[config.mk]
export PLATFORM = sky130hd
export DESIGN_NAME = pdct_top
export DESIGN_NICKNAME = d
export VERILOG_FILES = /design/src/design/pdct_pkg.sv /design/src/design/pdct_edge_delay.sv /design/src/design/pdct_chopper.sv /design/src/design/pdct_top.sv
export VERILOG_INCLUDE_DIRS = /design/src /design/src/design
export SDC_FILE = /design/constraint.sdc
export NUM_CORES = 1
export LEC_CHECK = 0
export BUFFER_PORTS_ARGS = -buffer_cell sky130_fd_sc_hd__buf_2
export CELL_PAD_IN_SITES_DETAIL_PLACEMENT = 0
export CELL_PAD_IN_SITES_GLOBAL_PLACEMENT = 2
export CORE_ASPECT_RATIO = 1.4
export CORE_MARGIN = 10
export CORE_UTILIZATION = 37
export CTS_CLUSTER_SIZE = 30
export DETAILED_ROUTE_END_ITERATION = 7
export HOLD_SLACK_MARGIN = 0.06
export PLACE_DENSITY_LB_ADDON = 0.08
export SETUP_SLACK_MARGIN = 0.4
export SLEW_MARGIN = 20
export SYNTH_ARGS = -nofsm -noshare
export SYNTH_HDL_FRONTEND = slang
export SYNTH_SLANG_ARGS = --single-unit
[constraint.sdc]
create_clock -name clk_sys_i -period 5.1 [get_ports clk_sys_i]
set_input_delay 1.02 -clock clk_sys_i [delete_from_list [all_inputs] [get_ports clk_sys_i]]
set_output_delay 1.02 -clock clk_sys_i [all_outputs]
set_load 0.01 [all_outputs]
[src/design/pdct_consts.svh]
`ifndef PDCT_CONSTS_SVH
`define PDCT_CONSTS_SVH

// ----------------------------------------
// register indices, byte address = 4 x index
// ----------------------------------------
`define PDCT_IDX_DB_MODE    6'h0F
`define PDCT_IDX_RISE_CNT   6'h10
`define PDCT_IDX_FALL_CNT   6'h11
`define PDCT_IDX_TRIP_SEL   6'h12
`define PDCT_IDX_TRIP_RSVD  6'h13
`define PDCT_IDX_TRIP_ACT   6'h14
`define PDCT_IDX_TRIP_IEN   6'h15
`define PDCT_IDX_TRIP_FLG   6'h16
`define PDCT_IDX_TRIP_CLR   6'h17
`define PDCT_IDX_TRIP_FRC   6'h18
`define PDCT_IDX_UNLOCK     6'h1D
`define PDCT_IDX_CHOP       6'h1E

// ----------------------------------------
// field positions and reset values
// ----------------------------------------
`define PDCT_SEL_CBC_LSB    0
`define PDCT_SEL_OST_LSB    8
`define PDCT_FLG_INT        0
`define PDCT_FLG_CBC        1
`define PDCT_FLG_OST        2
`define PDCT_CHP_EN         0
`define PDCT_CHP_OSW_LSB    1
`define PDCT_CHP_FRQ_LSB    5
`define PDCT_CHP_DUTY_LSB   8
`define PDCT_ACT_B_LSB      2
`define PDCT_OSW_SHIFT      3
`define PDCT_RST16          16'h0000

`endif

[src/design/pdct_pkg.sv]
package pdct_pkg;

    typedef struct packed {
        logic        read;
        logic        write;
        logic [7:0]  address;
        logic [31:0] writedata;
        logic [3:0]  byteenable;
    } pdct_avs_req_s;

    typedef struct packed {
        logic a;
        logic b;
    } pdct_pair_s;

    typedef enum logic [1:0] {
        PDCT_TRIP_HIZ  = 2'b00,
        PDCT_TRIP_HIGH = 2'b01,
        PDCT_TRIP_LOW  = 2'b10,
        PDCT_TRIP_KEEP = 2'b11
    } pdct_trip_act_e;

endpackage

[src/design/pdct_edge_delay.sv]
`timescale 1ns/1ps
module pdct_edge_delay #(
    parameter int W = 10
) (
    input  wire logic         clk_sys_i,
    input  wire logic         srst_i,
    input  wire logic         sig_i,
    input  wire logic         tick_i,
    input  wire logic [W-1:0] count_i,
    output logic              sig_o
);
    logic [W-1:0] cnt_q;

    // rising edge waits count_i timebase ticks, falling edge passes at once
    always_ff @(posedge clk_sys_i) begin
        if (srst_i) begin
            cnt_q <= '0;
            sig_o <= 1'b0;
        end else if (!sig_i) begin
            cnt_q <= '0;
            sig_o <= 1'b0;
        end else if (!sig_o) begin
            if (cnt_q == count_i) begin
                sig_o <= 1'b1;
            end else if (tick_i) begin
                cnt_q <= cnt_q + 1'b1;
            end
        end
    end
endmodule

[src/design/pdct_chopper.sv]
`timescale 1ns/1ps
`include "pdct_consts.svh"
module pdct_chopper #(
    parameter int OSW = 4,
    parameter int FW  = 3,
    parameter int DW  = 3
) (
    input  wire logic           clk_sys_i,
    input  wire logic           srst_i,
    input  wire logic           sig_i,
    input  wire logic           en_i,
    input  wire logic [OSW-1:0] osw_i,
    input  wire logic [FW-1:0]  frq_i,
    input  wire logic [DW-1:0]  duty_i,
    output logic                sig_o
);
    localparam int CW = OSW + 1 + `PDCT_OSW_SHIFT;

    logic [FW-1:0] div_q;
    logic [DW-1:0] ph_q;
    logic [CW-1:0] os_q;
    logic          prev_q;

    wire           rise    = sig_i & ~prev_q;
    wire [OSW:0]   osw_p1  = {1'b0, osw_i} + {{OSW{1'b0}}, 1'b1};
    wire [CW-1:0]  os_load = {osw_p1, {`PDCT_OSW_SHIFT{1'b0}}};
    wire           first   = rise | (os_q > {{(CW-1){1'b0}}, 1'b1});
    wire           carrier = ph_q < duty_i;
    wire           div_end = div_q == frq_i;
    wire           chopped = sig_i & (first | carrier);

    // ----------------------------------------
    // carrier: eight phases of (frq+1) clocks each
    // ----------------------------------------
    always_ff @(posedge clk_sys_i) begin
        if (srst_i) begin
            div_q  <= '0;
            ph_q   <= '0;
            os_q   <= '0;
            prev_q <= 1'b0;
            sig_o  <= 1'b0;
        end else begin
            div_q  <= div_end ? '0 : div_q + 1'b1;
            ph_q   <= div_end ? ph_q + 1'b1 : ph_q;
            os_q   <= rise ? os_load : (os_q != '0 ? os_q - 1'b1 : os_q);
            prev_q <= sig_i;
            sig_o  <= en_i ? chopped : sig_i;
        end
    end
endmodule

[src/design/pdct_top.sv]
// Local design decision: the Avalon-MM register port.
`timescale 1ns/1ps
`include "pdct_consts.svh"
// Functional notes
// - separate 10-bit rise and fall delay counts
// - edges delayed by count timebase periods
// - chopper modulates conditioned pwm with carrier
// - carrier from system clock, freq/duty fields
// - wide first pulse, then sustaining pulses
// - first pulse is 8 x (field+1) clocks
// - seven sustaining duty ratios 12.5..87.5%
// - chopper disabled passes signals unchanged
// - six active-low faults, individually mapped
// - trip forces high, low, hi-z or nothing
// - each fault latched or cycle-by-cycle
// - trip interrupt from any fault
// - software force acts like hardware fault
// - unconfigured trip leaves outputs untouched
// - trip writes ignored unless unlocked
// - cycle trip clears at zero; flag sticky
// - latched trip held until clear write
// - mode 00 no delay, 11 both delays
module pdct_top #(
    parameter int NF = 6,
    parameter int DBW = 10
) (
    input  wire logic                  clk_sys_i,
    input  wire logic                  srst_i,
    input  wire pdct_pkg::pdct_avs_req_s avs_req_i,
    output logic [31:0]                avs_readdata_o,
    output logic                       avs_waitrequest_o,
    input  wire pdct_pkg::pdct_pair_s  pwm_in_i,
    input  wire logic                  tb_tick_i,
    input  wire logic                  tb_zero_i,
    input  wire logic [NF-1:0]         fault_input_n_i,
    output logic                       pwm_output_a_o,
    output logic                       pwm_output_a_oe_n_o,
    output logic                       pwm_output_b_o,
    output logic                       pwm_output_b_oe_n_o,
    output logic                       trip_irq_o
);
    import pdct_pkg::*;

    // ----------------------------------------
    // registers
    // ----------------------------------------
    logic [1:0]     db_mode_q;
    logic [DBW-1:0] rise_delay_count_q;
    logic [DBW-1:0] fall_delay_count_q;
    logic [15:0]    trip_source_select_q;
    logic [3:0]     trip_action_control_q;
    logic [2:0]     trip_interrupt_enable_q;
    logic           flag_int_q;
    logic           flag_cbc_q;
    logic           latched_trip_flag_q;
    logic           cbc_trip_q;
    logic           ost_trip_q;
    logic           unlock_q;
    logic [10:0]    chopper_control_q;
    logic [NF-1:0]  fault_meta_q;
    logic [NF-1:0]  fault_sync_q;

    function automatic logic [15:0] pdct_merge(
        input logic [15:0] old,
        input logic [31:0] wd,
        input logic [3:0]  be
    );
        logic [15:0] r;
        r = old;
        if (be[0]) begin
            r[7:0] = wd[7:0];
        end
        if (be[1]) begin
            r[15:8] = wd[15:8];
        end
        return r;
    endfunction

    // ----------------------------------------
    // bus decode
    // ----------------------------------------
    // answer one clock after the request; a write lands as waitrequest is seen low
    wire        req     = avs_req_i.read | avs_req_i.write;
    wire        acc_w   = avs_req_i.write & ~avs_waitrequest_o;
    wire [5:0]  idx     = avs_req_i.address[7:2];
    wire        aligned = avs_req_i.address[1:0] == 2'b00;
    wire [31:0] wd      = avs_req_i.writedata;
    wire [3:0]  be      = avs_req_i.byteenable;
    wire        lo_en   = be[0];

    wire hit_mode = aligned & (idx == `PDCT_IDX_DB_MODE);
    wire hit_rise = aligned & (idx == `PDCT_IDX_RISE_CNT);
    wire hit_fall = aligned & (idx == `PDCT_IDX_FALL_CNT);
    wire hit_sel  = aligned & (idx == `PDCT_IDX_TRIP_SEL);
    wire hit_act  = aligned & (idx == `PDCT_IDX_TRIP_ACT);
    wire hit_ien  = aligned & (idx == `PDCT_IDX_TRIP_IEN);
    wire hit_flg  = aligned & (idx == `PDCT_IDX_TRIP_FLG);
    wire hit_clr  = aligned & (idx == `PDCT_IDX_TRIP_CLR);
    wire hit_frc  = aligned & (idx == `PDCT_IDX_TRIP_FRC);
    wire hit_unl  = aligned & (idx == `PDCT_IDX_UNLOCK);
    wire hit_chop = aligned & (idx == `PDCT_IDX_CHOP);

    // trip registers only take writes while unlocked
    wire trip_wr = acc_w & unlock_q;
    wire wr_mode = acc_w & hit_mode;
    wire wr_rise = acc_w & hit_rise;
    wire wr_fall = acc_w & hit_fall;
    wire wr_sel  = trip_wr & hit_sel;
    wire wr_act  = trip_wr & hit_act;
    wire wr_ien  = trip_wr & hit_ien;
    wire wr_clr  = trip_wr & hit_clr & lo_en;
    wire wr_frc  = trip_wr & hit_frc & lo_en;
    wire wr_unl  = acc_w & hit_unl & lo_en;
    wire wr_chop = acc_w & hit_chop;

    wire [15:0] m_mode = pdct_merge({14'h0000, db_mode_q}, wd, be);
    wire [15:0] m_rise = pdct_merge({6'h00, rise_delay_count_q}, wd, be);
    wire [15:0] m_fall = pdct_merge({6'h00, fall_delay_count_q}, wd, be);
    wire [15:0] m_sel  = pdct_merge(trip_source_select_q, wd, be);
    wire [15:0] m_act  = pdct_merge({12'h000, trip_action_control_q}, wd, be);
    wire [15:0] m_ien  = pdct_merge({13'h0000, trip_interrupt_enable_q}, wd, be);
    wire [15:0] m_chop = pdct_merge({5'h00, chopper_control_q}, wd, be);

    // ----------------------------------------
    // fault synchronisers and trip sources
    // ----------------------------------------
    wire [NF-1:0] fault_act = ~fault_sync_q;
    wire [NF-1:0] cbc_map   = trip_source_select_q[`PDCT_SEL_CBC_LSB +: NF];
    wire [NF-1:0] ost_map   = trip_source_select_q[`PDCT_SEL_OST_LSB +: NF];

    wire cbc_src = |(fault_act & cbc_map);
    wire ost_src = |(fault_act & ost_map);

    wire frc_cbc = wr_frc & wd[`PDCT_FLG_CBC];
    wire frc_ost = wr_frc & wd[`PDCT_FLG_OST];
    wire clr_int = wr_clr & wd[`PDCT_FLG_INT];
    wire clr_cbc = wr_clr & wd[`PDCT_FLG_CBC];
    wire clr_ost = wr_clr & wd[`PDCT_FLG_OST];

    wire cbc_set = cbc_src | frc_cbc;
    wire ost_set = ost_src | frc_ost;

    // cycle trip ends at counter zero once the fault has gone
    wire cbc_trip_d = cbc_set | (cbc_trip_q & ~tb_zero_i);
    // latched trip only ends by a clear write; a new event wins
    wire ost_trip_d = ost_set | (ost_trip_q & ~clr_ost);

    // sticky flags: a set in the clearing cycle wins
    wire flag_cbc_d = cbc_set | (flag_cbc_q & ~clr_cbc);
    wire flag_ost_d = ost_set | (latched_trip_flag_q & ~clr_ost);

    wire irq_set = (cbc_set & trip_interrupt_enable_q[`PDCT_FLG_CBC]) |
                   (ost_set & trip_interrupt_enable_q[`PDCT_FLG_OST]);
    wire flag_int_d = irq_set | (flag_int_q & ~clr_int);

    wire tripped = cbc_trip_q | ost_trip_q;

    // ----------------------------------------
    // dead band
    // ----------------------------------------
    logic [1:0] dly_raw;
    logic [1:0] dly;
    wire  [DBW-1:0] dly_count [2];

    assign dly_count[0] = rise_delay_count_q;
    assign dly_count[1] = fall_delay_count_q;

    // a falling-edge delay is a rising-edge delay on the inverted signal
    for (genvar i = 0; i < 2; i++) begin : g_dly
        wire inv = (i == 1);
        pdct_edge_delay #(
            .W (DBW)
        ) u_dly (
            .clk_sys_i (clk_sys_i),
            .srst_i    (srst_i),
            .sig_i     (pwm_in_i.a ^ inv),
            .tick_i    (tb_tick_i),
            .count_i   (dly_count[i]),
            .sig_o     (dly_raw[i])
        );
        assign dly[i] = dly_raw[i] ^ inv;
    end

    // mode bit 1 delays the rise of a, bit 0 delays the fall into b
    wire db_a = db_mode_q[1] ? dly[0] : pwm_in_i.a;
    wire db_b = db_mode_q[0] ? dly[1] : pwm_in_i.b;

    // ----------------------------------------
    // chopper
    // ----------------------------------------
    wire       chp_en   = chopper_control_q[`PDCT_CHP_EN];
    wire [3:0] chp_osw  = chopper_control_q[`PDCT_CHP_OSW_LSB +: 4];
    wire [2:0] chp_frq  = chopper_control_q[`PDCT_CHP_FRQ_LSB +: 3];
    wire [2:0] chp_duty = chopper_control_q[`PDCT_CHP_DUTY_LSB +: 3];
    wire [1:0] chp_in   = {db_b, db_a};
    logic [1:0] chp_out;

    // one carrier per output so a and b first pulses are independent
    for (genvar i = 0; i < 2; i++) begin : g_chp
        pdct_chopper #(
            .OSW (4),
            .FW  (3),
            .DW  (3)
        ) u_chp (
            .clk_sys_i (clk_sys_i),
            .srst_i    (srst_i),
            .sig_i     (chp_in[i]),
            .en_i      (chp_en),
            .osw_i     (chp_osw),
            .frq_i     (chp_frq),
            .duty_i    (chp_duty),
            .sig_o     (chp_out[i])
        );
    end

    // ----------------------------------------
    // trip action on the pins
    // ----------------------------------------
    logic [1:0] pin_d;
    logic [1:0] oe_n_d;

    for (genvar i = 0; i < 2; i++) begin : g_trip
        wire [1:0] act_bits = trip_action_control_q[2*i +: 2];
        pdct_trip_act_e act;
        assign act = pdct_trip_act_e'(act_bits);
        // without a trip the chopper result goes straight out
        always_comb begin
            pin_d[i]  = chp_out[i];
            oe_n_d[i] = 1'b0;
            if (tripped) begin
                unique case (act)
                    PDCT_TRIP_HIZ: begin
                        pin_d[i]  = 1'b0;
                        oe_n_d[i] = 1'b1;
                    end
                    PDCT_TRIP_HIGH: pin_d[i] = 1'b1;
                    PDCT_TRIP_LOW:  pin_d[i] = 1'b0;
                    PDCT_TRIP_KEEP: pin_d[i] = chp_out[i];
                endcase
            end
        end
    end

    // ----------------------------------------
    // read back
    // ----------------------------------------
    // reserved slot and unmapped offsets read zero
    wire [15:0] flg_val = {13'h0000, latched_trip_flag_q, flag_cbc_q, flag_int_q};
    wire [15:0] rd_mux =
        ({16{hit_mode}} & {14'h0000, db_mode_q}) |
        ({16{hit_rise}} & {6'h00, rise_delay_count_q}) |
        ({16{hit_fall}} & {6'h00, fall_delay_count_q}) |
        ({16{hit_sel}}  & trip_source_select_q) |
        ({16{hit_act}}  & {12'h000, trip_action_control_q}) |
        ({16{hit_ien}}  & {13'h0000, trip_interrupt_enable_q}) |
        ({16{hit_flg}}  & flg_val) |
        ({16{hit_unl}}  & {15'h0000, unlock_q}) |
        ({16{hit_chop}} & {5'h00, chopper_control_q});
    wire wait_d = ~(req & avs_waitrequest_o);

    // ----------------------------------------
    // configuration state
    // ----------------------------------------
    always_ff @(posedge clk_sys_i) begin
        if (srst_i) begin
            db_mode_q          <= 2'b00;
            rise_delay_count_q <= '0;
            fall_delay_count_q <= '0;
            unlock_q           <= 1'b0;
            chopper_control_q  <= 11'h000;
        end else begin
            if (wr_mode) db_mode_q <= m_mode[1:0];
            if (wr_rise) rise_delay_count_q <= m_rise[DBW-1:0];
            if (wr_fall) fall_delay_count_q <= m_fall[DBW-1:0];
            if (wr_unl)  unlock_q <= wd[0];
            if (wr_chop) chopper_control_q <= m_chop[10:0];
        end
    end

    always_ff @(posedge clk_sys_i) begin
        if (srst_i) begin
            trip_source_select_q    <= `PDCT_RST16;
            trip_action_control_q   <= 4'h0;
            trip_interrupt_enable_q <= 3'h0;
        end else begin
            if (wr_sel) trip_source_select_q <= m_sel;
            if (wr_act) trip_action_control_q <= m_act[3:0];
            if (wr_ien) trip_interrupt_enable_q <= m_ien[2:0];
        end
    end

    // ----------------------------------------
    // trip state and synchronisers
    // ----------------------------------------
    always_ff @(posedge clk_sys_i) begin
        if (srst_i) begin
            fault_meta_q        <= '1;
            fault_sync_q        <= '1;
            cbc_trip_q          <= 1'b0;
            ost_trip_q          <= 1'b0;
            flag_cbc_q          <= 1'b0;
            latched_trip_flag_q <= 1'b0;
            flag_int_q          <= 1'b0;
        end else begin
            fault_meta_q        <= fault_input_n_i;
            fault_sync_q        <= fault_meta_q;
            cbc_trip_q          <= cbc_trip_d;
            ost_trip_q          <= ost_trip_d;
            flag_cbc_q          <= flag_cbc_d;
            latched_trip_flag_q <= flag_ost_d;
            flag_int_q          <= flag_int_d;
        end
    end

    // ----------------------------------------
    // registered outputs
    // ----------------------------------------
    always_ff @(posedge clk_sys_i) begin
        if (srst_i) begin
            pwm_output_a_o      <= 1'b0;
            pwm_output_a_oe_n_o <= 1'b0;
            pwm_output_b_o      <= 1'b0;
            pwm_output_b_oe_n_o <= 1'b0;
            trip_irq_o          <= 1'b0;
            avs_waitrequest_o   <= 1'b1;
            avs_readdata_o      <= 32'h0000_0000;
        end else begin
            pwm_output_a_o      <= pin_d[0];
            pwm_output_a_oe_n_o <= oe_n_d[0];
            pwm_output_b_o      <= pin_d[1];
            pwm_output_b_oe_n_o <= oe_n_d[1];
            trip_irq_o          <= flag_int_q;
            avs_waitrequest_o   <= wait_d;
            avs_readdata_o      <= (avs_req_i.read & avs_waitrequest_o) ? {16'h0000, rd_mux}
                                                             : avs_readdata_o;
        end
    end

endmodule

======== Word level (Yosys, flattened, before mapping) ========
Cells that the tools add are included.
storage, ports and cells
  flip-flop bits (word level) ............. 150
  input bits .............................. 58
  output and inout port bits .............. 38
cells by class
  $lt $le $gt $ge ......................... 4
  multiplexer cells ....................... 18
  reduce and logical (&&, ||, !) cells .... 31
  $add $sub $neg .......................... 9
  bitwise logic cells ..................... 92
  equal/unequal tests ..................... 21
operator list
  cell                   count
  $or 16x16->16          8
  $eq 6x5->1 const B     10
  $and 1x1->1            44
  $and 16x10->16         2
  $and 16x3->16          2
  $mux 8                 4
  $reduce_and 2->1       11
  $add 10x1->10 const B  2
  $eq 10x10->1           2
  $reduce_or 2->1        9
  $and 16x1->16          1
  $and 16x11->16         1
  $and 16x16->16         1
  $and 16x2->16          1
  $and 16x4->16          1
  $gt 8x1->1 const B     2
  $reduce_bool 8->1      2
  $sub 8x1->8 const B    2
  $not 1->1              14
  $or 1x1->1             14
  $add 3x1->3 const B    4
  $and 6x6->6            2
  $mux 1                 12
  $reduce_or 6->1        2
  other kinds (11)       22

======== Logic depth before layout (Yosys ltp) ========
  depth after elaboration ................. 11
  mapped depth ............................ 7

======== Modules after synthesis ========
From an unflattened synthesis, not the netlist that was laid out.
second synthesis, totals
  cell total of the unflattened synthesis .. 793
  area, all modules ....................... 7262.0 sq um
by module, submodules not included
  module           instances  area an instance (sq um)  cells each  seq. area each (sq um)
  pdct_top         1          4254.1                    453         1921.8
  pdct_chopper     2          863.3                     92          320.3
  pdct_edge_delay  2          640.6                     78          220.2

======== Worst setup path before layout ========
OpenSTA, ideal clock, no wires.
  path type ............................... input port to flip-flop
  from .................................... input avs_req_i[37] (netlist name)
  to ...................................... register trip_source_select_q[10]
  arrival time ............................ 2.303 ns
  buffers on the path ..................... 1
  path slack .............................. 2.669 ns
  data required time ...................... 4.972 ns
  stages on the path ...................... 6
  cells stage by stage .................... or4b_1 > nor2_4 > and3_1 > buf_6 > mux2i_1 > nor2_1
on the way
  word-level cells in the longest chain between the ends .. 4
RTL lines
  element                     RTL line         text
  from (decl)                 pdct_top.sv:29   input wire pdct_pkg::pdct_avs_req_s avs_req_i,
  $logic_not 2->1             pdct_top.sv:86   wire aligned = avs_req_i.address[1:0] == 2'b00;
  $and 1x1->1                 pdct_top.sv:94   wire hit_sel = aligned & (idx == `PDCT_IDX_TRIP_SEL);
  $and 1x1->1                 pdct_top.sv:108  wire wr_sel = trip_wr & hit_sel;
  $reduce_and 2->1 (no line)  n/a
  to (signal assigned)        pdct_top.sv:282  trip_source_select_q <= `PDCT_RST16;
  to (signal assigned)        pdct_top.sv:286  if (wr_sel) trip_source_select_q <= m_sel;
  to (decl)                   pdct_top.sv:50   logic [15:0] trip_source_select_q;
Every way passes these cells.
A chain may end at the register's enable or synchronous reset.

======== Final worst setup path ========
  from .................................... input avs_req_i[37] (netlist name)
  to ...................................... register trip_source_select_q[9]
Same word-level chain as after synthesis.

==> metrics.txt <==
clk_lat worst skew=0.42 ns; RSZ-0062 raised after global routing=false; Post-DP Area=7263 um2; HPWL Detailed=14.70 mm; CTS Sinks=150; die height=181.1 um; unique cell type count in the Yosys netlist=60; Hold Path End=fault_sync_q[4]$_SDFF_PP1_; asr flop ratio synth=0%; status=completed; share of cells above drive strength 1=14.63%; most common cell after layout, fill and taps aside=dfxtp_1; port bufs=61; Core Util, Final=43.72%; Worst Reg-to-Reg Cells=5; GR Util All Layers=16.36%; Final nets=901; final hold vios=0; fin crit period=2.920 ns; crit start category=input pin; DR iter-0 viols=364; TritonCTS clock tree=built; CTS Hold Bufs=0; CP max FO=24; core area=18070 um2; Reg2Reg Setup Slack=2.93 ns; IO Count=96; largest family of logic cells by synthesized area=simple AND/OR/NAND/NOR gates; CTS Buf Count=17; number of H-tree levels=4; Reg clk slew, reported paths=0.06 ns; Post-Synth XOR/XNOR Area=5.492%; Final period util=57.25%; min-delay src=fault_meta_q[4]$_SDFF_PP1_; Routed WL per cell=18.36 um; CP endpoint kind=register; Synth Flop Type=dfxtp_1; first-pass iteration count of the detailed router=5; die width=135.1 um; adder-cell share of the synthesized area=2.737%; first-pass GRT wire length=31.76 mm; filler cell count=1842; Max-cap violations=0; P per Cell Area=366.9 nW/um2; final wirelength=19.84 mm; Seq/Total Area, Yosys=43.79%; Area Overhead vs Synth=15.20%; total congestion overflow=0; Multi-input gate area=3553 um2; Antenna Cells=0; postcts setup bufs=0; clock tree buffer depth=2; total power=2.898 mW; Slew Limit Fails=0; hold_ws=0.4123 ns; FF/Latch Area=3003 um2; setup ws final=2.180 ns; CTS root buffer=clkbuf_16; Post-DRT Antenna Nets=0; commonest cells after routing, fill and taps aside=dfxtp_1, a21oi_1, nand2_1, nor2_1, buf_2; design area=7900 um2; GP Congestion=0.8202; CP Cell Sequence=buf_2, or4b_1, nor2_4, and3_1, mux2i_1, nor2_1; Final Skew=0.005918 ns; critical path type=in -> reg; Worst Hold Class=reg -> reg; initial antenna violation count=0; Reg-to-Reg Start=unlock_q$_SDFFE_PP0P_; DRC Markers=0; Synth Area in Simple Gates=22.61%; row cnt=58; Syn Inst Count=784; pin count of the biggest net entering global routing=61; WHS Path Cells=1; synthesized flop and latch total=150; CP required=5.38 ns; cts repair resizes=0; Slew @ Worst Pin=0.8526 ns; Layout Cells excl Fill=1081; Die Footprint=24460 um2; drt via density=5.327; syn_area_per_cell=8.747 um2; Compound-Gate Fraction of Synth Area=15.18%; crit path DAT=3.20 ns; Synth Warn #=0; Post-Place Cells=1049; Post-synth EDFFs=0; Worst VDD drop=0.2112 mV; fmax=342.5 MHz; vias in the first global route=5783; R2R Path End=flag_int_q$_SDFF_PP0_; mux share of post-synthesis cell area=4.835%; Post-Route Setup TNS=0 ns; slew margin rel.=42.36%; final setup vio count=0; Mapped Area=6858 um2; vias=5758; Leak Pwr=3.003 nW; slowest CP cell=or4b_1; initial core utilization=37.95%; pre-CTS setup slack=1.748 ns; max incr delay on CP=0.64 ns
worst max-delay path: cells and delay by family:
family | cells | cell delay, ns
buf+inv | 1 | 0.13
mux | 1 | 0.25
simple gates | 4 | 1.79
registers in the layout, summed over array words and instances, names as in the netlist, 4 cells and up:
register,count
chopper_control_q,11
g_chp.u_chp.os_q,16
avs_readdata_o,16
fall_delay_count_q,10
fault_meta_q,6
trip_action_control_q,4
trip_source_select_q,16
g_dly.u_dly.cnt_q,20
rise_delay_count_q,10
fault_sync_q,6
g_chp.u_chp.ph_q,6
g_chp.u_chp.div_q,6
worst max-delay path by stage:
stage                  startpoint  cells past startpoint  slack [ns]                                    end
floorplan           avs_req_i[37]                      6        2.67  trip_source_select_q[10]$_SDFFE_PP0P_
detailed placement  avs_req_i[37]                      6        1.75  trip_source_select_q[15]$_SDFFE_PP0P_
global route        avs_req_i[37]                      6        2.07   trip_source_select_q[9]$_SDFFE_PP0P_
finish              avs_req_i[37]                      6        2.18   trip_source_select_q[9]$_SDFFE_PP0P_
CTS                 avs_req_i[37]                      6        2.19  trip_source_select_q[14]$_SDFFE_PP0P_
global placement    avs_req_i[37]                      6        1.78  trip_source_select_q[11]$_SDFFE_PP0P_
area by class of cell:
type | count | share of cell area, %
Clock buffer | 20 | 5.781
Clock inverter | 12 | 2.201
Inverter | 14 | 0.6652
Multi-Input combinational cell | 577 | 44.98
Sequential cell | 150 | 38.01
Tap cell | 240 | 3.801
Timing Repair Buffer | 68 | 4.561
cells in the mapped netlist, drive strengths merged (7+ instances only):
| library cell | instances | share of area (%) |
|---|---|---|
| a221oi | 9 | 1.1 |
| inv | 14 | 0.77 |
| a211oi | 9 | 0.99 |
| xnor2 | 22 | 2.8 |
| ha | 15 | 2.7 |
| nor3 | 13 | 0.95 |
| mux2i | 32 | 4.7 |
| o31ai | 11 | 1.2 |
| o21ai | 19 | 1.4 |
| xor2 | 21 | 2.7 |
| a22oi | 10 | 1.1 |
| clkbuf | 32 | 1.8 |
| nor4 | 9 | 0.82 |
| nor2b | 10 | 0.91 |
| dfxtp | 150 | 44 |
| and2 | 9 | 0.82 |
| nand2 | 77 | 4.2 |
| a21oi | 80 | 5.8 |
| or2 | 14 | 1.3 |
| and3 | 7 | 0.71 |
| or3 | 9 | 0.82 |
| nand4 | 10 | 0.91 |
| nand3 | 46 | 3.4 |
| buf | 26 | 2.8 |
| or4 | 9 | 0.99 |
| nor2 | 64 | 3.7 |
report_power, final:
| part | switching [mW] | internal, mW |
|---|---|---|
| clock network | 0.499 | 0.845 |
| logic | 0.179 | 0.120 |
| registers | 0.0389 | 1.22 |
| total | 0.717 | 2.18 |
kinds of logic after synthesis:
family / Yosys count
adder cells (fa/ha/maj): 15
XOR/XNOR: 43
buffers and inverters: 72
multiplexers: 33
AND/OR/NAND/NOR: 302
other: 1
AO/OA/AOI/OAI: 168
flip-flops: 150
layer usage:
| metal | vias up | routed length (um) | global-route usage, % |
|---|---|---|---|
| met3 | 23 | 673 | 3.470 |
| met1 | 2778 | 8358 | 18.63 |
| met5 | - | 0 | 0 |
| met2 | 93 | 10520 | 29.26 |
| li1 | 2864 | - | - |
| met4 | 0 | 294 | 5.527 |
No activity file was read; power rests on OpenSTA's default activity.
